`config.mk`:
```
export PLATFORM = sky130hd
export DESIGN_NAME = vss_sag_ctrl
export DESIGN_NICKNAME = d
export VERILOG_FILES = /design/src/design/vss_pkg.sv /design/src/design/vss_sag_ctrl.sv
export VERILOG_INCLUDE_DIRS = /design/src /design/src/design
export SDC_FILE = /design/constraint.sdc
export NUM_CORES = 1
export LEC_CHECK = 0
export CORE_ASPECT_RATIO = 1.1
export CORE_UTILIZATION = 40
export DETAILED_ROUTE_END_ITERATION = 10
export DONT_BUFFER_PORTS = 1
export PLACE_DENSITY = 0.52
export SLEW_MARGIN = 40
export SYNTH_ARGS = -nofsm -noshare
export SYNTH_HDL_FRONTEND = slang
export SYNTH_SLANG_ARGS = --single-unit
```
`constraint.sdc`:
```
create_clock -name clk -period 8.1 [get_ports clk]
set_input_delay 0 -clock clk [delete_from_list [all_inputs] [get_ports clk]]
set_output_delay 0 -clock clk [all_outputs]
set_load 0.05 [all_outputs]
```
`src/design/vss_consts.svh`:
```
// Offsets, field positions, reset values and timing counts of the sag block.
// Assumes a 100 MHz system clock and 32-bit APB.
`ifndef VSS_CONSTS_SVH
`define VSS_CONSTS_SVH
`define VSS_CLK_HZ        100000000
`define VSS_TICK_MS       1
`define VSS_TICK_CYC      ((`VSS_CLK_HZ / 1000) * `VSS_TICK_MS)
`define VSS_DOUBLE_MS     1000
`define VSS_PROT_DLY_MS   500
`define VSS_CTRL_OFF      12'h000
`define VSS_LEVEL_OFF     12'h004
`define VSS_TIME0_OFF     12'h008
`define VSS_TIME1_OFF     12'h00c
`define VSS_STAT_OFF      12'h010
`define VSS_VOLT_OFF      12'h014
`define VSS_CTRL_EN       0
`define VSS_CTRL_RCL      1
`define VSS_CTRL_ARST     2
`define VSS_CTRL_EXT      3
`define VSS_CTRL_CLR      4
`define VSS_CTRL_START    5
`define VSS_CTRL_RST      32'h0000_0000
`define VSS_LEVEL_RST     32'h0000_0000
`define VSS_TIME0_RST     32'h0000_0000
`define VSS_TIME1_RST     32'h0000_0000
`endif

```
`src/design/vss_pkg.sv`:
```
// Types of the voltage-sag supervision block.
// Assumes vss_consts.svh is included by the users of the package.
package vss_pkg;
    typedef enum logic [2:0] {
        VSS_IDLE,
        VSS_RIDE,
        VSS_DROPPED,
        VSS_WAIT_RST,
        VSS_ERROR
    } vss_state_t;

    typedef struct packed {
        logic        en;
        logic        rcl;
        logic        arst;
        logic        ext;
    } vss_cfg_t;

    typedef struct packed {
        logic        psel;
        logic        penable;
        logic        pwrite;
        logic [11:0] paddr;
        logic [31:0] pwdata;
    } vss_apb_req_t;
endpackage : vss_pkg

```
`src/design/vss_sag_ctrl.sv`:
```
// Voltage-sag supervision and load-shedding sequencer with APB registers.
// Assumes a measured voltage word from a sibling block on clk and an
// asynchronous external low-voltage relay input.
//
// Decided for this implementation: the placing of the registers and the APB register port.
`timescale 1ns/1ps
`default_nettype none
`include "vss_consts.svh"
module vss_sag_ctrl (
    input  wire logic        clk,            // System clock 100 MHz
    input  wire logic        rst,            // Sync reset, high
    input  wire logic        psel,           // APB select
    input  wire logic        penable,        // APB enable
    input  wire logic        pwrite,         // APB direction
    input  wire logic [11:0] paddr,          // APB byte address
    input  wire logic [31:0] pwdata,         // APB write data
    output logic      [31:0] prdata,         // APB read data
    output logic             pready,         // APB ready
    output logic             pslverr,        // APB error
    input  wire logic [15:0] volt_meas,      // Internal voltage, same clock
    input  wire logic        ext_low_volt,   // External relay, async
    input  wire logic        test_pos,       // Test position, same clock
    output logic             contactor_on,   // Contactor drive
    output logic             sag_active,     // Sag in progress
    output logic             sag_dur_err,    // Sag duration error
    output logic             volt_prot_en,   // Voltage protections allowed
    output logic             load_prot_en    // Low-V, PF, low-P allowed
);
    localparam logic [16:0] TICK_CYC = 17'(`VSS_TICK_CYC);
    localparam logic [15:0] DOUBLE_MS = 16'(`VSS_DOUBLE_MS);

    function automatic logic [15:0] ms_inc(input logic [15:0] v);
        ms_inc = (v == 16'hffff) ? v : v + 16'h0001;
    endfunction : ms_inc

    // Offsets that software may write; all else answers with an error
    function automatic logic wr_map(input logic [11:0] a);
        case (a)
            `VSS_CTRL_OFF,
            `VSS_LEVEL_OFF,
            `VSS_TIME0_OFF,
            `VSS_TIME1_OFF: wr_map = 1'b1;
            default:        wr_map = 1'b0;
        endcase
    endfunction : wr_map

    // Start-to-start spacing of two sags counts as a double sag
    function automatic logic in_window(input logic        seen,
                                       input logic [15:0] since);
        in_window = seen && (since < DOUBLE_MS);
    endfunction : in_window

    // Register file
    logic [31:0] ctrl_ff;
    logic [31:0] nxt_ctrl;
    logic [31:0] level_ff;
    logic [31:0] nxt_level;
    logic [31:0] time0_ff;
    logic [31:0] nxt_time0;
    logic [31:0] time1_ff;
    logic [31:0] nxt_time1;
    logic [31:0] prdata_ff;
    logic [31:0] nxt_prdata;
    logic        pready_ff;
    logic        nxt_pready;
    logic        pslverr_ff;
    logic        nxt_pslverr;
    logic        clr_req, start_req;
    logic        acc;
    logic        commit;
    logic        hit;

    vss_pkg::vss_cfg_t cfg;
    vss_pkg::vss_apb_req_t req;

    logic [15:0] start_lvl, rec_lvl, ride_ms, dur_ms, rdly_ms;

    // Sequencer state
    vss_pkg::vss_state_t st_ff, nxt_st;
    logic [16:0] div_ff, nxt_div;
    logic        tick;
    logic [15:0] sag_ms_ff, nxt_sag_ms;
    logic [15:0] rdly_cnt_ff, nxt_rdly_cnt;
    logic [15:0] since_ff, nxt_since;
    logic        seen_ff, nxt_seen;
    logic        sag_ff, nxt_sag;
    logic        err_ff, nxt_err;
    logic        con_ff, nxt_con;
    logic        vprot_ff, nxt_vprot;
    logic        lprot_ff, nxt_lprot;
    logic        ext_s1_ff, ext_s2_ff;
    logic        low_now;
    logic        sag_begin;
    logic        sag_end;

    always_comb begin
        req.psel    = psel;
        req.penable = penable;
        req.pwrite  = pwrite;
        req.paddr   = paddr;
        req.pwdata  = pwdata;
        cfg.en      = ctrl_ff[`VSS_CTRL_EN];
        cfg.rcl     = ctrl_ff[`VSS_CTRL_RCL];
        cfg.arst    = ctrl_ff[`VSS_CTRL_ARST];
        cfg.ext     = ctrl_ff[`VSS_CTRL_EXT];
        start_lvl   = level_ff[15:0];
        rec_lvl     = level_ff[31:16];
        ride_ms     = time0_ff[15:0];
        dur_ms      = time0_ff[31:16];
        rdly_ms     = time1_ff[15:0];
    end

    // One wait state: the answer is prepared in the first access cycle and
    // shown in the second; a write lands at the edge that completes it
    always_comb begin
        acc         = req.psel && req.penable && !pready_ff;
        commit      = req.psel && req.penable && req.pwrite && pready_ff
                      && wr_map(req.paddr);
        nxt_ctrl    = ctrl_ff;
        nxt_level   = level_ff;
        nxt_time0   = time0_ff;
        nxt_time1   = time1_ff;
        nxt_prdata  = prdata_ff;
        nxt_pready  = acc;
        nxt_pslverr = 1'b0;
        clr_req     = 1'b0;
        start_req   = 1'b0;
        hit         = 1'b1;
        if (acc) begin
            case (req.paddr)
                `VSS_CTRL_OFF:  nxt_prdata = {28'h0000000, ctrl_ff[3:0]};
                `VSS_LEVEL_OFF: nxt_prdata = level_ff;
                `VSS_TIME0_OFF: nxt_prdata = time0_ff;
                `VSS_TIME1_OFF: nxt_prdata = {16'h0000, time1_ff[15:0]};
                `VSS_STAT_OFF:  nxt_prdata = {24'h000000, 1'b0, st_ff,
                                              con_ff, err_ff, sag_ff, 1'b0};
                `VSS_VOLT_OFF:  nxt_prdata = {16'h0000, volt_meas};
                default: begin
                    hit        = 1'b0;
                    nxt_prdata = 32'h0000_0000;
                end
            endcase
            nxt_pslverr = !hit;
            if (req.pwrite) begin
                // Status and voltage are read only
                nxt_prdata  = 32'h0000_0000;
                nxt_pslverr = !wr_map(req.paddr);
            end
        end
        if (commit) begin
            case (req.paddr)
                `VSS_CTRL_OFF: begin
                    nxt_ctrl  = {28'h0000000, req.pwdata[3:0]};
                    clr_req   = req.pwdata[`VSS_CTRL_CLR];
                    start_req = req.pwdata[`VSS_CTRL_START];
                end
                `VSS_LEVEL_OFF: nxt_level = req.pwdata;
                `VSS_TIME0_OFF: nxt_time0 = req.pwdata;
                `VSS_TIME1_OFF: nxt_time1 = {16'h0000, req.pwdata[15:0]};
                default:        nxt_ctrl  = ctrl_ff;
            endcase
        end
    end

    always_ff @(posedge clk) begin
        if (rst) begin
            ctrl_ff    <= `VSS_CTRL_RST;
            level_ff   <= `VSS_LEVEL_RST;
            time0_ff   <= `VSS_TIME0_RST;
            time1_ff   <= `VSS_TIME1_RST;
            prdata_ff  <= 32'h0000_0000;
            pready_ff  <= 1'b0;
            pslverr_ff <= 1'b0;
        end else begin
            ctrl_ff    <= nxt_ctrl;
            level_ff   <= nxt_level;
            time0_ff   <= nxt_time0;
            time1_ff   <= nxt_time1;
            prdata_ff  <= nxt_prdata;
            pready_ff  <= nxt_pready;
            pslverr_ff <= nxt_pslverr;
        end
    end

    // Relay is not on clk; two stages before use
    always_ff @(posedge clk) begin
        if (rst) begin
            ext_s1_ff <= 1'b0;
            ext_s2_ff <= 1'b0;
        end else begin
            ext_s1_ff <= ext_low_volt;
            ext_s2_ff <= ext_s1_ff;
        end
    end

    always_comb begin
        tick    = (div_ff == TICK_CYC - 17'h00001);
        nxt_div = tick ? 17'h00000 : div_ff + 17'h00001;
        // Hysteresis between the two levels applies to internal source only
        if (cfg.ext) begin
            low_now = ext_s2_ff;
        end else if (!sag_ff) begin
            low_now = (volt_meas < start_lvl);
        end else begin
            low_now = !(volt_meas >= rec_lvl);
        end
        sag_begin = cfg.en && !sag_ff && low_now;
        sag_end   = sag_ff && !low_now;
    end

    always_comb begin
        nxt_st       = st_ff;
        nxt_sag      = sag_ff;
        nxt_sag_ms   = sag_ms_ff;
        nxt_rdly_cnt = rdly_cnt_ff;
        nxt_since    = since_ff;
        nxt_seen     = seen_ff;
        nxt_con      = con_ff;
        // Sticky: a new error wins over a clear in the same cycle
        nxt_err      = err_ff && !clr_req;
        if (tick && in_window(seen_ff, since_ff)) begin
            nxt_since = ms_inc(since_ff);
        end
        if (start_req) begin
            nxt_con = 1'b1;
        end
        if (!cfg.en) begin
            nxt_st  = vss_pkg::VSS_IDLE;
            nxt_sag = 1'b0;
        end else begin
            if (sag_begin) begin
                nxt_sag    = 1'b1;
                nxt_sag_ms = 16'h0000;
                nxt_seen   = 1'b1;
                nxt_since  = 16'h0000;
            end else if (sag_end) begin
                nxt_sag = 1'b0;
            end else if (sag_ff && tick) begin
                nxt_sag_ms = ms_inc(sag_ms_ff);
            end
            case (st_ff)
                vss_pkg::VSS_IDLE: begin
                    if (sag_begin) begin
                        if (cfg.rcl && in_window(seen_ff, since_ff)) begin
                            nxt_con = 1'b0;
                            nxt_st  = vss_pkg::VSS_DROPPED;
                        end else begin
                            nxt_st = vss_pkg::VSS_RIDE;
                        end
                    end
                end
                vss_pkg::VSS_RIDE: begin
                    if (sag_end) begin
                        nxt_st = vss_pkg::VSS_IDLE;
                    end else if (sag_ms_ff >= ride_ms) begin
                        nxt_con = 1'b0;
                        nxt_st  = vss_pkg::VSS_DROPPED;
                    end
                end
                vss_pkg::VSS_DROPPED: begin
                    if (sag_ms_ff >= dur_ms && !sag_end) begin
                        nxt_err = 1'b1;
                        nxt_st  = vss_pkg::VSS_ERROR;
                    end else if (sag_end || !sag_ff) begin
                        nxt_rdly_cnt = 16'h0000;
                        nxt_st = cfg.arst ? vss_pkg::VSS_WAIT_RST
                                          : vss_pkg::VSS_IDLE;
                    end
                end
                vss_pkg::VSS_WAIT_RST: begin
                    if (sag_begin) begin
                        nxt_st = vss_pkg::VSS_DROPPED;
                    end else if (rdly_cnt_ff >= rdly_ms) begin
                        nxt_con = 1'b1;
                        nxt_st  = vss_pkg::VSS_IDLE;
                    end else if (tick) begin
                        nxt_rdly_cnt = ms_inc(rdly_cnt_ff);
                    end
                end
                vss_pkg::VSS_ERROR: begin
                    if (!sag_ff) begin
                        nxt_st = vss_pkg::VSS_IDLE;
                    end
                end
                default: nxt_st = vss_pkg::VSS_IDLE;
            endcase
        end
        nxt_vprot = !test_pos && !nxt_sag;
        nxt_lprot = !test_pos && !nxt_sag;
    end

    always_ff @(posedge clk) begin
        if (rst) begin
            st_ff       <= vss_pkg::VSS_IDLE;
            div_ff      <= 17'h00000;
            sag_ff      <= 1'b0;
            sag_ms_ff   <= 16'h0000;
            rdly_cnt_ff <= 16'h0000;
            since_ff    <= 16'h0000;
            seen_ff     <= 1'b0;
            err_ff      <= 1'b0;
            con_ff      <= 1'b0;
            vprot_ff    <= 1'b0;
            lprot_ff    <= 1'b0;
        end else begin
            st_ff       <= nxt_st;
            div_ff      <= nxt_div;
            sag_ff      <= nxt_sag;
            sag_ms_ff   <= nxt_sag_ms;
            rdly_cnt_ff <= nxt_rdly_cnt;
            since_ff    <= nxt_since;
            seen_ff     <= nxt_seen;
            err_ff      <= nxt_err;
            con_ff      <= nxt_con;
            vprot_ff    <= nxt_vprot;
            lprot_ff    <= nxt_lprot;
        end
    end

    assign prdata       = prdata_ff;
    assign pready       = pready_ff;
    assign pslverr      = pslverr_ff;
    assign contactor_on = con_ff;
    assign sag_active   = sag_ff;
    assign sag_dur_err  = err_ff;
    assign volt_prot_en = vprot_ff;
    assign load_prot_en = lprot_ff;
endmodule : vss_sag_ctrl
`default_nettype wire

```
==> out/results.ini, run 1 <==
[clock_tree]
cts.clk_slew.worst_paths_ns = 0.08
cts-root-buf = clkbuf_16
cts.sinks = 193
cts_inserted_buffers = 17
htreeDepth = 4
cts_tree = built
cts_buffer_depth = 2
clock_latency_ns = 0.44

[drt]
routed_via_density = 5.568
first_iter_violations = 764
routed_wl_mm = 31.58
antenna_left = 0
routedWlPerCell_um = 19.30
route.detailed.drc = 0
dr.pass1.iters = 5
num_vias = 9109

[setup_path]
cp_common_cell = nand2_1
cp_max_fo = 24
worstPathRequired_ns = 8.48
crit_family = simple AND/OR/NAND/NOR gates
slowest_delay_ns = 0.56
regToRegSetupSlack_ns = 4.58
startpoint_type = flop
cp_slowest_cell = a32oi_1
path_class = reg2reg
end_kind = flop
path_cells = inv_1 -> ha_1 -> and4_1 -> nand2_1 -> or4_4 -> a32oi_1 -> a21oi_2 -> or2_2 -> or3_1 -> nand2_1
arrival_ns = 3.90
path_buf_inv = 1

[global_routing]
gr-total-overflow = 0
grt.total_usage_pct = 24.64
grt_pass1_wl_mm = 49.59
antenna_found_initial = 0
grt_pass1_vias = 8616
grt_max_degree = 137

[floorplanning]
die_width_um = 154.3
dieArea_um2 = 26170
coreArea_um2 = 24770
ios = 106
initial_core_util_pct = 41.22
die_h_um = 169.6
row_count = 60

[timing]
rsz0062_at_grt = false
fmax_mhz = 284.4
slew_headroom_pct = 44.31
setup-tns-final_ns = 0
setup_viol = 0
finalCritPeriodShare_pct = 43.41
hold_slack_ns = -0.02163
worst_slew_pin_slew_ns = 0.8325
hold_viol = 3
slew_violations = 0
skew_ns = 0.01465
finalCriticalPeriod_ns = 3.516

[yosys]
ys.flop_type = dfxtp_1
synth_area_um2 = 10210
synth_top_family_by_area = simple AND/OR/NAND/NOR gates
synth_top_cell_area_share_pct = 37.83
synth_area_leader_cell = dfxtp_1
yosys.area_share.xor_xnor_pct = 2.487
synth_cell_types = 74
ys_seq_elements = 193
synthArstFlopShare_pct = 0
yosys-mux-area-fraction_pct = 2.328
synth_cells = 1286
synth_compound_area_share_pct = 18.49
synth.area.top_cells = dfxtp_1, ha_1, a21oi_1, nand2_1, nor2_1
synth_edf_count = 0
synth_adder_area_share_pct = 10.17
syn_nets = 1436
synth.avg_cell_area_um2 = 7.941
yosysSeqAreaShare_pct = 37.83
synthSimpleGateAreaFrac_pct = 22.80
yosys_warnings = 0

[cells_and_area]
drive_above_1_share_pct = 5.053
fin_util_pct = 47.40
antenna_cells = 0
syn2layout_area_growth_pct = 15.00
final-seq-area_um2 = 3865
fillers = 2507
multi_input_area_um2 = 5777
layout.cells.most_common = dfxtp_1
mostFrequentLayoutCells = dfxtp_1, nand2_1, a21oi_1
fin_nets = 1464

[min_path]
hp-class = in2reg

[power]
power_density_nw_per_um2 = 165.9
ir_drop_uv = 101.3
leakage_nw = 3.936

[flow_run]
cap_violations = 0

[placed_design]
gp_routability_congestion = 0.8500
dpl.hpwl_mm = 22.11
portBuffers = 0

[outcome]
outcome = complete, but fails checks
violations = negative hold slack

-- per-layer routing --
metal / vias to the layer above / GRT usage [%] / share of wire [%]
met3: 43 / 4.775 / 4.8
met5: - / 0 / 0
li1: 4548 / - / -
met1: 4309 / 31.94 / 46
met4: 0 / 7.706 / 2.0
met2: 209 / 41.23 / 47
-- per-stage QoR --
| step | hold WS [ns] | cell area, um^2 | power [mW] | cells | setup WS, ns |
|---|---|---|---|---|---|
| 5_1_grt | 0.03233 | 11740 | 2.013 | 1636 | 4.454 |
| 6_report | -0.02163 | 11740 | 1.949 | 1636 | 4.584 |
| 2_1_floorplan | 0.07679 | 10210 | 1.019 | 1286 | 5.267 |
| 3_5_place_dp | 0.07499 | 10440 | 1.013 | 1540 | 4.389 |
| 3_3_place_gp | 0.07796 | 10430 | 1.012 | 1540 | 4.480 |
| 4_1_cts | 0.004828 | 11700 | 1.967 | 1633 | 4.348 |
-- Yosys cell counts, types with 6 or more instances --
library cell and instances:
a211oi_1 10, a21o_1 11, a21oi_1 160, a221oi_1 9, a22oi_1 20, a31oi_1 8, and2_1 14, and3_1 6
and4_1 7, clkbuf_1 58, dfxtp_1 193, ha_1 83, inv_1 93, mux2i_1 17, nand2_1 189, nand2b_1 14
nand3_1 48, nand4_1 24, nor2_1 135, nor3_1 13, o21a_1 7, o21ai_0 27, o31ai_1 9, or3_1 10
or4_1 9, xnor2_1 11, xor2_1 18
-- layout make-up --
cell class | instances | area share, %
multi-input combinational | 935 | 49.19
sequential | 193 | 32.91
timing repair buffer | 74 | 6.307
clock buffer | 17 | 3.622
tap | 310 | 3.303
inverter | 93 | 2.973
clock inverter | 14 | 1.694
-- worst paths after layout --
check	start	to	cells after the start
setup / recovery	level_ff[27]$_SDFFE_PP0P_	sag_ms_ff[3]$_SDFFE_PP0P_	10
hold / removal	rst	seen_ff$_SDFFE_PP0P_	2
setup reg to reg	level_ff[27]$_SDFFE_PP0P_	sag_ms_ff[3]$_SDFFE_PP0P_	10
hold reg to reg	ext_s1_ff$_SDFF_PP0_	ext_s2_ff$_SDFF_PP0_	1
-- registers in the layout, indices dropped and copies added, names as in the netlist, 3 cells and up --
| signal | count |
|---|---|
| prdata | 32 |
| ctrl_ff | 4 |
| time1_ff | 16 |
| rdly_cnt_ff | 16 |
| time0_ff | 32 |
| div_ff | 17 |
| since_ff | 16 |
| level_ff | 32 |
| st_ff | 3 |
| sag_ms_ff | 16 |
-- worst register-to-register path: stages, from the launching register on --
cell	delay, ns
dfxtp_1	0.36
inv_1	0.05
ha_1	0.30
and4_1	0.26
nand2_1	0.07
or4_4	0.55
a32oi_1	0.56
a21oi_2	0.28
or2_2	0.54
or3_1	0.41
nand2_1	0.07
-- report_power, final --
part           leakage, nW  switching (mW)  internal, mW
logic                 2.09          0.0454        0.0352
clock network        0.293           0.415         0.498
registers             1.56         0.00519         0.950
total                 3.94           0.466          1.48
-- cells by family (layout without fill, tap and decap cells) --
logic type	count (synthesis)	after routing
AO/OA/AOI/OAI	305	305
XOR/XNOR	29	29
adder cells (fa/ha/maj)	83	83
buffers and inverters	158	198
flip-flops	193	193
multiplexers	20	20
AND/OR/NAND/NOR	498	498
-- what timing repair did --
action                                 4_1_cts  5_1_grt
hold buffers                                62        0
buffers inserted                             0        0
resized for setup                            0        0
endpoints found under the hold margin      170        0
setup endpoints to repair                    0        0
Note: power is estimated with default switching activity, not from simulation.
==> inputs of run 2 (changes only) <==
PLACE_DENSITY = 0.54   (was 0.52)
clock period = 3.1 ns   (was 8.1 ns; I/O delays follow)
==> out/results.ini, run 2 (synthesis gave the netlist of run 1 again) <==
[outcome]
violations = negative hold slack
outcome = complete, but fails checks

[power]
leakage_nw = 4.214  ; +7.1%
pwr-share-seq_pct = 50.1  ; +1.1 points
combPwrFrac_pct = 4.4  ; +0.3 points
p_int_mw = 3.734  ; +150%
ir_drop_uv = 262.7  ; +160%
pwr-share-clk_pct = 45.5  ; -1.3 points
power_density_nw_per_um2 = 407.8  ; +150%
switching_power_mw = 1.244  ; +170%
switching_share_pct = 24.99  ; +1.1 points

[cells_and_area]
drive_above_1_share_pct = 10.58  ; +5.5 points
fin_nets = 1518  ; +3.7%
fin_util_pct = 49.27  ; +1.9 points
layout.cells.most_common = nand2_1
syn2layout_area_growth_pct = 19.53
mostFrequentLayoutCells = nand2_1, dfxtp_1, a21oi_1
fin_area_um2 = 12210  ; +3.9%
fin_cells = 1692  ; +3.4%

[clock_tree]
cts.sinks = 193  ; unchanged
htreeDepth = 4  ; unchanged
cts_buffer_depth = 2  ; unchanged
clock_latency_ns = 0.44  ; about the same
cts_inserted_buffers = 17  ; unchanged
cts-root-buf = clkbuf_16
cts.clk_slew.worst_paths_ns = 0.08  ; about the same
cts_tree = built

[drt]
num_vias = 9424  ; +3.5%
antenna_left = 0  ; unchanged
dr.pass1.iters = 6  ; +1
route.detailed.drc = 0  ; unchanged
routedWlPerCell_um = 18.87  ; -2.2%
routed_wl_mm = 31.93  ; +1.1%
first_iter_violations = 740  ; -3.1%
routed_via_density = 5.570  ; about the same

[timing]
hold_slack_ns = -0.03450  ; -0.01287 ns
setup_viol = 0  ; unchanged
worst_slew_pin_slew_ns = 0.6961  ; -0.1365 ns
fmax_mhz = 323.2  ; +14%
rsz0062_at_grt = true
fin_ws_ns = 0.005515  ; -4.578 ns
finalCriticalPeriod_ns = 3.094  ; -0.4217 ns
skew_ns = 0.01274  ; -0.001908 ns
hold_viol = 1  ; -2
slew_violations = 0  ; unchanged
slew_headroom_pct = 53.53  ; +9.2 points
finalCritPeriodShare_pct = 99.82  ; +56 points
setup-tns-final_ns = 0  ; unchanged

[setup_path]
slowest_delay_ns = 0.59  ; +0.03 ns
cp_slowest_cell = or4_4
startpoint = level_ff[28]$_SDFFE_PP0P_
regToRegSetupSlack_ns = 0.006  ; -4.58 ns
cp_common_cell = or4_4
arrival_ns = 3.48  ; -0.42 ns
startpoint_type = flop
cp_num_cells = 10  ; unchanged
reg2reg_from = level_ff[28]$_SDFFE_PP0P_
crit_family = simple AND/OR/NAND/NOR gates
worstPathRequired_ns = 3.48  ; -5.00 ns
end_kind = flop
path_buf_inv = 1  ; unchanged
cp_max_fo = 7  ; -71%
ff2ff_path_depth = 10  ; unchanged
r2r_end = rdly_cnt_ff[13]$_SDFFE_PP0P_
path_cells = inv_1 -> ha_1 -> and4_4 -> nand4_1 -> or4_4 -> a31oi_4 -> nor2b_4 -> a221o_2 -> or4_4 -> a21oi_2
cp-endpoint = rdly_cnt_ff[13]$_SDFFE_PP0P_
path_class = reg2reg

[floorplanning]
die_h_um = 169.6  ; unchanged
dieArea_um2 = 26170  ; unchanged
die_width_um = 154.3  ; unchanged
ios = 106  ; unchanged
initial_core_util_pct = 41.22  ; unchanged
coreArea_um2 = 24770  ; unchanged
row_count = 60  ; unchanged

[placed_design]
pre_cts_slack_ns = -0.07539  ; -4.465 ns
dpl.hpwl_mm = 22.56  ; +2.1%
gp_routability_congestion = 0.8468  ; -0.38%
portBuffers = 0  ; unchanged
dp.cells = 1595  ; +3.6%
postPlaceCellArea_um2 = 10850  ; +3.9%

[global_routing]
antenna_found_initial = 1  ; +1
grt_pass1_vias = 9084  ; +5.4%
grt_pass1_wl_mm = 50.53  ; +1.9%
gr-total-overflow = 0  ; unchanged
grt_max_degree = 139  ; +1.5%
grt.total_usage_pct = 24.76  ; +0.12 points

[min_path]
hp-class = in2reg
holdPathStages = 2  ; unchanged

[flow_run]
cap_violations = 0  ; unchanged

## run 2: area by class of cell
class                   count  area [um^2]
fillers                  2491        12570
flip-flops and latches    193         3875
clock buffers              17        425.4
multi-input cells         937         5886
clock inverters            14        167.7
inverters                  93        349.1
diodes                      2        5.005
well taps                 310        387.9
repair buffers            126         1111
## run 2: layer usage
| metal | routed length, um | part of all wire, % | global-route usage, % | up-vias |
|---|---|---|---|---|
| met4 | 697 | 2.2 | 6.802 | 0 |
| met5 | 0 | 0 | 0 | - |
| met1 | 13940 | 44 | 30.93 | 4453 |
| li1 | - | - | - | 4653 |
| met3 | 1887 | 5.9 | 5.082 | 39 |
| met2 | 15410 | 48 | 43.08 | 279 |
## run 2: power by group through the flow
stage | combinational [mW] | clock, mW | sequential (mW)
2_1_floorplan | 0.112 | 0 | 2.55
3_3_place_gp | 0.101 | 0 | 2.55
3_5_place_dp | 0.103 | 0 | 2.55
4_1_cts | 0.214 | 2.31 | 2.49
5_1_grt | 0.240 | 2.40 | 2.50
6_report | 0.220 | 2.26 | 2.49
## run 2: how the worst min path moves through the flow
stage             start                       to  slack (ns)
2_1_floorplan  test_pos  load_prot_en$_SDFF_PP0_        0.08
3_3_place_gp   test_pos  load_prot_en$_SDFF_PP0_        0.08
3_5_place_dp   test_pos  load_prot_en$_SDFF_PP0_        0.08
4_1_cts             rst     div_ff[2]$_SDFF_PP0_       0.001
5_1_grt             rst     div_ff[2]$_SDFF_PP0_        0.01
6_report            rst     div_ff[2]$_SDFF_PP0_       -0.03
## run 2: stage by stage
step	power (mW)	hold WS [ns]
3_5_place_dp	2.655	0.07619
4_1_cts	5.017	0.001392
2_1_floorplan	2.663	0.07679
3_3_place_gp	2.654	0.07843
5_1_grt	5.136	0.01091
6_report	4.978	-0.03450
## run 2: timing repair
action,4_1_cts,5_1_grt
hold endpoints to repair,170,0
gates resized for setup,7,24
pin swaps,9,19
hold buffers,59,0
setup endpoints to repair,8,19
buffers inserted,0,3
gates cloned,1,1
==> inputs of run 3 (changes only) <==
RECOVER_POWER = 100   (was not set)
==> out/results.ini, run 3 (synthesis gave the netlist of run 1 again) <==
[timing]
setup_viol = 0  ; unchanged
worst_slew_pin_slew_ns = 1.078  ; +0.3823 ns
hold_slack_ns = -0.02428  ; +0.01022 ns
rsz0062_at_grt = true
finalCriticalPeriod_ns = 3.092  ; -0.002020 ns
slew_violations = 0  ; unchanged
fmax_mhz = 323.4  ; about the same
skew_ns = 0.01348  ; +0.0007438 ns
finalCritPeriodShare_pct = 99.76  ; about the same
setup-tns-final_ns = 0  ; unchanged
hold_viol = 1  ; unchanged
slew_headroom_pct = 27.93  ; -26 points

[power]
ir_drop_uv = 262.1  ; -0.25%
power_density_nw_per_um2 = 407.8  ; about the same
switching_power_mw = 1.240  ; -0.33%
pwr-share-clk_pct = 45.4  ; about the same
combPwrFrac_pct = 4.4  ; about the same
p_int_mw = 3.733  ; about the same
pwr-share-seq_pct = 50.2  ; about the same
fin_total_pwr_mw = 4.972  ; -0.11%
switching_share_pct = 24.93  ; -0.057 points
leakage_nw = 4.207  ; -0.16%

[cells_and_area]
syn2layout_area_growth_pct = 19.41
drive_above_1_share_pct = 10.36  ; -0.22 points
fin_nets = 1518  ; unchanged
fin_util_pct = 49.22  ; -0.051 points
fin_area_um2 = 12190  ; -0.10%
fin_cells = 1692  ; unchanged
layout.cells.most_common = nand2_1
mostFrequentLayoutCells = nand2_1, dfxtp_1, a21oi_1

[global_routing]
grt_max_degree = 139  ; unchanged
grt_pass1_vias = 9084  ; unchanged
grt_pass1_wl_mm = 50.53  ; unchanged
grt.total_usage_pct = 24.76  ; unchanged
antenna_found_initial = 1  ; unchanged
gr-total-overflow = 0  ; unchanged

[drt]
num_vias = 9410  ; -0.15%
dr.pass1.iters = 5  ; -1
antenna_left = 0  ; unchanged
routedWlPerCell_um = 18.86  ; about the same
route.detailed.drc = 0  ; unchanged
routed_wl_mm = 31.91  ; about the same
routed_via_density = 5.561  ; -0.15%
first_iter_violations = 746  ; +0.81%

[min_path]
hold_end = div_ff[2]$_SDFF_PP0_
min-delay-start = rst
hp-class = in2reg
holdPathStages = 2  ; unchanged

[floorplanning]
dieArea_um2 = 26170  ; unchanged
coreArea_um2 = 24770  ; unchanged
initial_core_util_pct = 41.22  ; unchanged
die_h_um = 169.6  ; unchanged
die_width_um = 154.3  ; unchanged
row_count = 60  ; unchanged
ios = 106  ; unchanged

[placed_design]
portBuffers = 0  ; unchanged
postPlaceCellArea_um2 = 10850  ; unchanged
dp.cells = 1595  ; unchanged
gp_routability_congestion = 0.8468  ; unchanged
dpl.hpwl_mm = 22.56  ; unchanged

[setup_path]
ff2ff_path_depth = 10  ; unchanged
startpoint_type = flop
end_kind = flop
worstPathRequired_ns = 3.48  ; about the same
arrival_ns = 3.48  ; about the same
cp_max_fo = 7  ; unchanged
regToRegSetupSlack_ns = 0.008  ; about the same
reg2reg_from = level_ff[28]$_SDFFE_PP0P_
path_class = reg2reg
r2r_end = rdly_cnt_ff[13]$_SDFFE_PP0P_

[clock_tree]
cts_inserted_buffers = 17  ; unchanged
htreeDepth = 4  ; unchanged
clock_latency_ns = 0.44  ; about the same
cts-root-buf = clkbuf_16
cts_buffer_depth = 2  ; unchanged
cts_tree = built
cts.sinks = 193  ; unchanged
cts.clk_slew.worst_paths_ns = 0.08  ; about the same

[flow_run]
cap_violations = 0  ; unchanged

[outcome]
outcome = complete, but fails checks
violations = negative hold slack

## run 3: changes by cell type in the layout (fill, tap and decap cells not counted), sizes merged
cell / change
buf: -3
clkbuf: +3
## run 3: worst max-delay path: stages (launching register included)
cell,delay [ns]
dfxtp_2,0.34
inv_1,0.05
ha_1,0.27
and4_4,0.23
nand4_1,0.09
or4_4,0.59
a31oi_4,0.27
nor2b_4,0.09
a221o_2,0.45
or4_4,0.54
a21oi_2,0.12
## run 3: how the worst max path moves through the flow
stage	endpoint	startpoint	slack [ns]
global route	rdly_cnt_ff[13]$_SDFFE_PP0P_	level_ff[29]$_SDFFE_PP0P_	-0.06
finish	rdly_cnt_ff[13]$_SDFFE_PP0P_	level_ff[28]$_SDFFE_PP0P_	0.008
global placement	rdly_cnt_ff[10]$_SDFFE_PP0P_	level_ff[25]$_SDFFE_PP0P_	-0.03
detailed placement	rdly_cnt_ff[11]$_SDFFE_PP0P_	time1_ff[3]$_SDFFE_PP0P_	-0.08
floorplan	rdly_cnt_ff[7]$_SDFFE_PP0P_	level_ff[27]$_SDFFE_PP0P_	0.27
CTS	rdly_cnt_ff[14]$_SDFFE_PP0P_	time1_ff[3]$_SDFFE_PP0P_	0.003
## run 3: layout make-up
| cell class | instances | area, um^2 |
|---|---|---|
| fillers | 2494 | 12580 |
| multi-input cells | 937 | 5883 |
| flip-flops and latches | 193 | 3874 |
| repair buffers | 126 | 1102 |
| clock buffers | 17 | 425.4 |
| well taps | 310 | 387.9 |
| inverters | 93 | 349.1 |
| clock inverters | 14 | 167.7 |
| diodes | 2 | 5.005 |
## run 3: power groups by stage
stage,registers [mW],logic [mW],clock network [mW]
floorplan,2.55,0.112,0
global placement,2.55,0.101,0
detailed placement,2.55,0.103,0
CTS,2.49,0.214,2.31
global route,2.49,0.239,2.40
finish,2.49,0.218,2.26
## run 3: stage by stage
step	setup WS (ns)	hold slack [ns]
CTS	0.002911	0.001392
global placement	-0.02654	0.07843
finish	0.007535	-0.02428
detailed placement	-0.07539	0.07619
global route	-0.06338	0.01091
floorplan	0.2667	0.07679
## run 3: timing repair
action / CTS / global route
gates cloned: 1 / 1
resized for setup: 7 / 24
hold buffers: 59 / 0
setup buffers: 0 / 3
pin swaps: 9 / 19
endpoints found under the hold margin: 170 / 0
endpoints found under the setup margin: 8 / 19
## run 3: routing by layer
layer	global-route usage [%]	part of all wire [%]	routed length, um	vias to the layer above
li1	-	-	-	4656
met1	30.93	44	13910	4431
met2	43.08	48	15360	279
met3	5.082	5.9	1890	44
met4	6.802	2.4	751	0
met5	0	0	0	-
